==> src/shared/ldc_pkg.sv <==
// Package of constants and types shared by both ends of the LED dimming link
package ldc_pkg;
	// ---------------------------------------------------------------
	// Geometry
	// ---------------------------------------------------------------
	localparam int unsigned LDC_CHANNELS = 3;
	localparam int unsigned LDC_WORD_BITS = 3;
	localparam int unsigned LDC_CASCADE_DELAY = 3;
	// ---------------------------------------------------------------
	// Reset values
	// ---------------------------------------------------------------
	localparam logic [2:0] LDC_SHIFT_RST = 3'h0;
	localparam logic [2:0] LDC_LATCH_RST = 3'h0;
	// ---------------------------------------------------------------
	// Timing
	// ---------------------------------------------------------------
	localparam int unsigned LDC_CLK_HZ = 40000000;
	localparam int unsigned LDC_PWM_MAX_HZ = 5000;
	// Shortest legal dimming period in system clock cycles (rounded up)
	localparam int unsigned LDC_PWM_MIN_CYC = (LDC_CLK_HZ + LDC_PWM_MAX_HZ - 1) / LDC_PWM_MAX_HZ;
	// Host serial clock half period in system cycles
	localparam int unsigned LDC_SCLK_HALF_CYC = 4;
	typedef enum logic [1:0] {
		LDC_MODE_LATCH,
		LDC_MODE_GATE,
		LDC_MODE_DIRECT
	} ldc_mode_e;
endpackage : ldc_pkg

==> src/shared/ldc_link_if.sv <==
// Interface carrying the serial control pins between host and driver
`timescale 1ns/1ps
`default_nettype none
interface ldc_link_if;
	logic       serial_data;
	logic       serial_clk;
	logic       latch_pass_control;
	logic       out_gate_n;
	logic       cascade_out;
	logic [2:0] pwm_in;
	modport device (
		input  serial_data,
		input  serial_clk,
		input  latch_pass_control,
		input  out_gate_n,
		input  pwm_in,
		output cascade_out
	);
	modport host (
		output serial_data,
		output serial_clk,
		output latch_pass_control,
		output out_gate_n,
		output pwm_in,
		input  cascade_out
	);
endinterface : ldc_link_if
`default_nettype wire

==> src/core/ldc_host.sv <==
// Host end: serial word shifter, latch and gate control, direct dimming drive
`timescale 1ns/1ps
`default_nettype none
module ldc_host
	import ldc_pkg::*;
(
	input  wire logic                  i_clk_sys,
	input  wire logic                  i_rst_n,
	input  wire logic                  i_send,
	input  wire logic [2:0]            i_word,
	input  wire logic                  i_latch_after,
	input  wire logic                  i_hold_latch_open,
	input  wire logic                  i_gate_n,
	input  wire logic [2:0]            i_pwm,
	output logic                       o_busy,
	output logic                       o_done,
	output logic                       o_cascade,
	ldc_link_if.host                   link
);
	// ---------------------------------------------------------------
	// Serial clock divider and shifter
	// ---------------------------------------------------------------
	typedef enum logic [1:0] {ST_IDLE, ST_LOW, ST_HIGH, ST_LATCH} ldc_hst_e;
	ldc_hst_e   state_reg;
	logic [2:0] word_reg;
	logic [1:0] bit_reg;
	logic [3:0] div_reg;
	logic       tick;
	assign tick = (div_reg == 4'(LDC_SCLK_HALF_CYC - 1));
	always_ff @(posedge i_clk_sys) begin
		if (!i_rst_n || state_reg == ST_IDLE || tick) begin
			div_reg <= 4'h0;
		end else begin
			div_reg <= div_reg + 4'h1;
		end
	end
	// MSB sent first on data pin
	always_ff @(posedge i_clk_sys) begin
		if (!i_rst_n) begin
			state_reg <= ST_IDLE;
			word_reg  <= 3'h0;
			bit_reg   <= 2'h0;
			o_done    <= 1'b0;
		end else begin
			o_done <= 1'b0;
			case (state_reg)
				ST_IDLE: begin
					if (i_send) begin
						word_reg  <= i_word;
						bit_reg   <= 2'h0;
						state_reg <= ST_LOW;
					end
				end
				ST_LOW: if (tick) begin
					state_reg <= ST_HIGH;
				end
				ST_HIGH: if (tick) begin
					word_reg <= {word_reg[1:0], 1'b0};
					if (bit_reg == 2'h2) begin
						state_reg <= i_latch_after ? ST_LATCH : ST_IDLE;
						o_done    <= !i_latch_after;
					end else begin
						bit_reg   <= bit_reg + 2'h1;
						state_reg <= ST_LOW;
					end
				end
				ST_LATCH: if (tick) begin
					state_reg <= ST_IDLE;
					o_done    <= 1'b1;
				end
				default: state_reg <= ST_IDLE;
			endcase
		end
	end
	assign o_busy = (state_reg != ST_IDLE);
	// ---------------------------------------------------------------
	// Pin drive
	// ---------------------------------------------------------------
	always_ff @(posedge i_clk_sys) begin
		if (!i_rst_n) begin
			link.serial_data        <= 1'b0;
			link.serial_clk         <= 1'b0;
			link.latch_pass_control <= 1'b0;
			link.out_gate_n         <= 1'b1;
			link.pwm_in             <= 3'h0;
		end else begin
			link.serial_data <= word_reg[2];
			link.serial_clk  <= (state_reg == ST_HIGH);
			// Hold latch open for gate dimming
			link.latch_pass_control <= i_hold_latch_open || (state_reg == ST_LATCH);
			link.out_gate_n <= i_gate_n;
			link.pwm_in <= i_pwm;
		end
	end
	logic [1:0] casc_sync_reg;
	always_ff @(posedge i_clk_sys) begin
		if (!i_rst_n) begin
			casc_sync_reg <= 2'h0;
		end else begin
			casc_sync_reg <= {casc_sync_reg[0], link.cascade_out};
		end
	end
	assign o_cascade = casc_sync_reg[1];
endmodule : ldc_host
`default_nettype wire

==> src/flat_wrapper.sv <==
// flat-port wrapper written by rule: the top's interface ports become plain ports
module ldc_host_flat import ldc_pkg::*;
  (i_clk_sys, i_rst_n, i_send, i_word, i_latch_after, i_hold_latch_open, i_gate_n, i_pwm, o_busy, o_done, o_cascade, link_serial_data, link_serial_clk, link_latch_pass_control, link_out_gate_n, link_pwm_in, link_cascade_out);
  ldc_link_if link_i ();
  input  wire logic i_clk_sys;
  input  wire logic i_rst_n;
  input  wire logic i_send;
  input  wire logic [2:0] i_word;
  input  wire logic i_latch_after;
  input  wire logic i_hold_latch_open;
  input  wire logic i_gate_n;
  input  wire logic [2:0] i_pwm;
  output logic o_busy;
  output logic o_done;
  output logic o_cascade;
  output wire logic [$bits(link_i.serial_data)-1:0] link_serial_data;
  output wire logic [$bits(link_i.serial_clk)-1:0] link_serial_clk;
  output wire logic [$bits(link_i.latch_pass_control)-1:0] link_latch_pass_control;
  output wire logic [$bits(link_i.out_gate_n)-1:0] link_out_gate_n;
  output wire logic [$bits(link_i.pwm_in)-1:0] link_pwm_in;
  input wire logic [$bits(link_i.cascade_out)-1:0] link_cascade_out;
  assign link_serial_data = link_i.serial_data;
  assign link_serial_clk = link_i.serial_clk;
  assign link_latch_pass_control = link_i.latch_pass_control;
  assign link_out_gate_n = link_i.out_gate_n;
  assign link_pwm_in = link_i.pwm_in;
  assign link_i.cascade_out = link_cascade_out;
  ldc_host u_core (.i_clk_sys(i_clk_sys), .i_rst_n(i_rst_n), .i_send(i_send), .i_word(i_word), .i_latch_after(i_latch_after), .i_hold_latch_open(i_hold_latch_open), .i_gate_n(i_gate_n), .i_pwm(i_pwm), .o_busy(o_busy), .o_done(o_done), .o_cascade(o_cascade), .link(link_i));
endmodule
==> config.mk <==
export PLATFORM = sky130hd
export DESIGN_NAME = ldc_host_flat
export DESIGN_NICKNAME = d
export VERILOG_FILES = /design/src/shared/ldc_pkg.sv /design/src/shared/ldc_link_if.sv /design/src/core/ldc_host.sv /design/src/flat_wrapper.sv
export SDC_FILE = /design/constraint.sdc
export NUM_CORES = 1
export LEC_CHECK = 0
export ABC_CLOCK_PERIOD_IN_PS = 1750
export BUFFER_PORTS_ARGS = -buffer_cell sky130_fd_sc_hd__buf_2
export CORE_UTILIZATION = 48
export DETAILED_ROUTE_END_ITERATION = 12
export PLACE_DENSITY_LB_ADDON = 0.2
export SLEW_MARGIN = 20
export SYNTH_ARGS = -nofsm -noshare
export SYNTH_HDL_FRONTEND = slang
export SYNTH_SLANG_ARGS = --single-unit
==> constraint.sdc <==
create_clock -name i_clk_sys -period 1.75 [get_ports i_clk_sys]
set_input_delay 0.0875 -clock i_clk_sys [delete_from_list [all_inputs] [get_ports i_clk_sys]]
set_output_delay 0.0875 -clock i_clk_sys [all_outputs]
set_load 0.005 [all_outputs]
==> flow_metrics.py <==
metrics = {
    "logic_synthesis": {
        "synth-main-ff-cell": "dfxtp_1",
        "yosys_warnings": 0,
        "synth.area.top_cells": "dfxtp_1 53%, and2_1 4.7%, nor2_1 3.8%, a21oi_1 3.1%, ha_1 3.1%",
        "syn-num-nets": 95,
        "synth_area_per_cell_sq_um": 9.95,
        "ys_ff_latch": 21,
        "yosys.area_share.simple_pct": 23.4,
        "synth.largest_area_cell": "dfxtp_1",
        "synth_compound_area_share_pct": 9.75,
        "synth_top_area_share_pct": 52.8,
        "synthArstFlopShare_pct": 0,
        "netlist_area_sq_um": 796,
        "synth-xor-area-share_pct": 2.20,
        "ys_seq_area_share_pct": 52.8,
        "syn-instance-count": 80,
        "yosys-mux-area-fraction_pct": 5.35,
        "synth_fa_ha_area_share_pct": 3.14,
        "synth_cell_types": 28,
        "synth_edf_count": 0,
        "synth_top_family_by_area": "simple AND/OR/NAND/NOR gates",
    },
    "layout": {
        "num_antenna_cells": 0,
        "n_fill_cell": 119,
        "nets": 128,
        "final_util_pct": 67.7,
        "largest_reg_flops": 4,
        "register_area_sq_um": 422,
        "drive_gt1_share_pct": 32.1,
        "syn_to_final_growth_pct": 29.6,
        "multi_input_area_sq_um": 359,
        "instances_no_fill": 128,
    },
    "worst_hold_path": {
        "hold_start": "i_rst_n",
        "holdPathEnd": "u_core.link.out_gate_n",
        "timing.hold.worst.class": "in2reg",
        "hold_depth": 2,
    },
    "clock_network": {
        "numCtsBuffers": 3,
        "cts_tree": "built",
        "cts_root_buf": "clkbuf_4",
        "cts_max_level": 1,
        "clock-sinks": 21,
        "clkTransAtPathRegs_ns": 0.11,
        "clk_path_buf_depth": 2,
        "post_cts_buffers": 0,
        "clock_latency_ns": 0.31,
    },
    "die": {
        "io_pins": 23,
        "rows": 14,
        "core_sq_um": 1520,
        "die_w_um": 42.7,
        "initial_core_util_pct": 52.2,
        "dieArea_sq_um": 1820,
        "die_height_um": 42.7,
    },
    "sta": {
        "fin_hold_ws_ns": 0.0814,
        "fin_skew_ns": 0.00148,
        "relSlewSlack_pct": 74.0,
        "timing.fmax_ghz": 0.591,
        "post-route-min-period_ns": 1.69,
        "post-route-period-util_pct": 96.6,
        "slew_violations": 0,
        "worst_pin_slew_ns": 0.390,
        "hold_violations": 0,
        "setup_violations": 0,
    },
    "setup_path": {
        "reg2reg_depth": 4,
        "path_cells": "ha_2 -> or3b_4 -> or3_4 -> a221oi_2",
        "critical-path-top-delay-family": "simple AND/OR/NAND/NOR gates",
        "worstReg2RegStart": "u_core.div_reg[0]",
        "cp-end-kind": "flip-flop",
        "path_buf_inv": 0,
        "cp.arrival_ns": 1.92,
        "r2r_end": "u_core.bit_reg[0]",
        "crit_type": "reg2reg",
        "critPathMaxFanout": 4,
        "critical_path.startpoint_type": "flip-flop",
        "crit_slowest_cell": "or3b_4",
        "reg2reg_slack_ns": 0.06,
        "critPathMaxStageDelay_ns": 0.41,
        "cp.depth": 4,
        "required_ns": 1.97,
    },
    "placed_design": {
        "dpl.cell_count": 118,
        "gp_congestion": 0.769,
        "port_buffers": 22,
        "dp_hpwl_um": 1020,
    },
    "status": {
        "status": "finished, final reports clean",
    },
    "detailed_routing": {
        "first_pass_iters": 4,
        "avgRoutedWirePerCell_um": 12.2,
        "viasPerCell": 5.29,
        "vias": 677,
        "first_iter_violations": 8,
        "drc": 0,
        "routed_wl_um": 1570,
        "detail-route-antenna-nets": 0,
    },
    "grt": {
        "grt_pass1_wl_um": 2490,
        "antenna_found_initial": 0,
        "grt_pass1_vias": 616,
        "grt_start_max_net_pins": 17,
        "grt.total_usage_pct": 18.8,
        "globalRoute.totalOverflow": 0,
    },
    "pwr": {
        "power_density_nw_per_um2": 787,
        "ir_drop_v": 0.000641,
        "p_leak_nw": 0.444,
    },
    "job": {
        "drv_cap": 0,
    },
}
-- worst register-to-register path: cells and delay by family (launching register included) --
family | cells | cell delay (ns)
simple gates | 2 | 0.79
flops | 1 | 0.36
compound gates | 1 | 0.25
fa+ha+maj | 1 | 0.21
-- per-stage QoR --
| step | worst slack [ns] | setup TNS [ns] | power (mW) | cell area (sq um) |
|---|---|---|---|---|
| 2_1_floorplan | 0.133 | 0 | 0.545 | 796 |
| 3_3_place_gp | 0.0911 | 0 | 0.575 | 933 |
| 3_5_place_dp | 0.0409 | 0 | 0.576 | 933 |
| 4_1_cts | 0.00151 | 0 | 0.815 | 1020 |
| 5_1_grt | -0.0238 | -0.0238 | 0.845 | 1030 |
| 6_report | 0.0594 | 0 | 0.811 | 1030 |
-- repair_timing --
| action | 4_1_cts | 5_1_grt |
|---|---|---|
| endpoints found under the setup margin | 0 | 1 |
| gates resized for setup | 0 | 4 |
| endpoints found under the hold margin | 6 | 0 |
| hold buffers | 6 | 0 |
-- cell usage after synthesis, types with 2 or more instances --
library cell / n
dfxtp_1: 21
nor2_1: 8
and2_1: 6
a21oi_1: 5
inv_1: 5
nand2b_1: 4
nand2_1: 3
nand3_1: 3
clkbuf_1: 2
ha_1: 2
mux2_2: 2
mux2i_1: 2
or2_2: 2
-- how the worst max path moves through the flow --
stage / to / start / slack, ns
6_report: u_core.bit_reg[0] / u_core.div_reg[0] / 0.06
5_1_grt: u_core.bit_reg[0] / u_core.div_reg[0] / -0.02
4_1_cts: u_core.bit_reg[0] / u_core.div_reg[0] / 0.002
3_5_place_dp: u_core.bit_reg[0] / u_core.div_reg[0] / 0.04
3_3_place_gp: u_core.bit_reg[0] / u_core.div_reg[0] / 0.09
2_1_floorplan: u_core.bit_reg[0] / u_core.div_reg[0] / 0.13
-- layout make-up --
class,instances,area share (%)
Sequential cell,21,40.9
Multi-Input combinational cell,52,34.8
Timing Repair Buffer,30,18.0
Clock buffer,4,2.55
Tap cell,16,1.94
Inverter,5,1.82
-- report_power, final --
part / total, mW / internal (mW) / switching (mW)
Sequential: 0.503 / 0.495 / 0.00829
Combinational: 0.0732 / 0.0428 / 0.0304
Clock: 0.235 / 0.0890 / 0.146
Total: 0.811 / 0.627 / 0.184
-- logic make-up (layout without fill, tap and decap cells) --
kind of cell / Yosys count / after routing
and+or+nand+nor: 33 / 33
DFF: 21 / 21
AOI/OAI and AO/OA: 11 / 11
buffers and inverters: 7 / 39
muxes: 4 / 4
adders and majority gates: 2 / 2
xor gates and xnor gates: 2 / 2
-- cells in the final DEF, fill, tap and decap left out, types with 2 or more instances in the layout --
cell           count
mux2i_1            2
a21oi_1            5
nand3_1            3
and2_1             6
nand2b_1           4
buf_2             22
mux2_2             2
buf_4              2
nand2_1            3
or2_2              2
dlygate4sd3_1      6
nor2_1             8
inv_1              5
dfxtp_1           20
clkbuf_4           3
-- per-layer routing --
layer / global-route usage [%] / vias to the layer above / wire (um)
li1: - / 338 / -
met1: 20.9 / 302 / 680
met5: 0 / - / 0
met3: 5.11 / 7 / 97
met2: 31.5 / 30 / 742
met4: 11.3 / 0 / 46
Power figures use the tool's default switching activity.
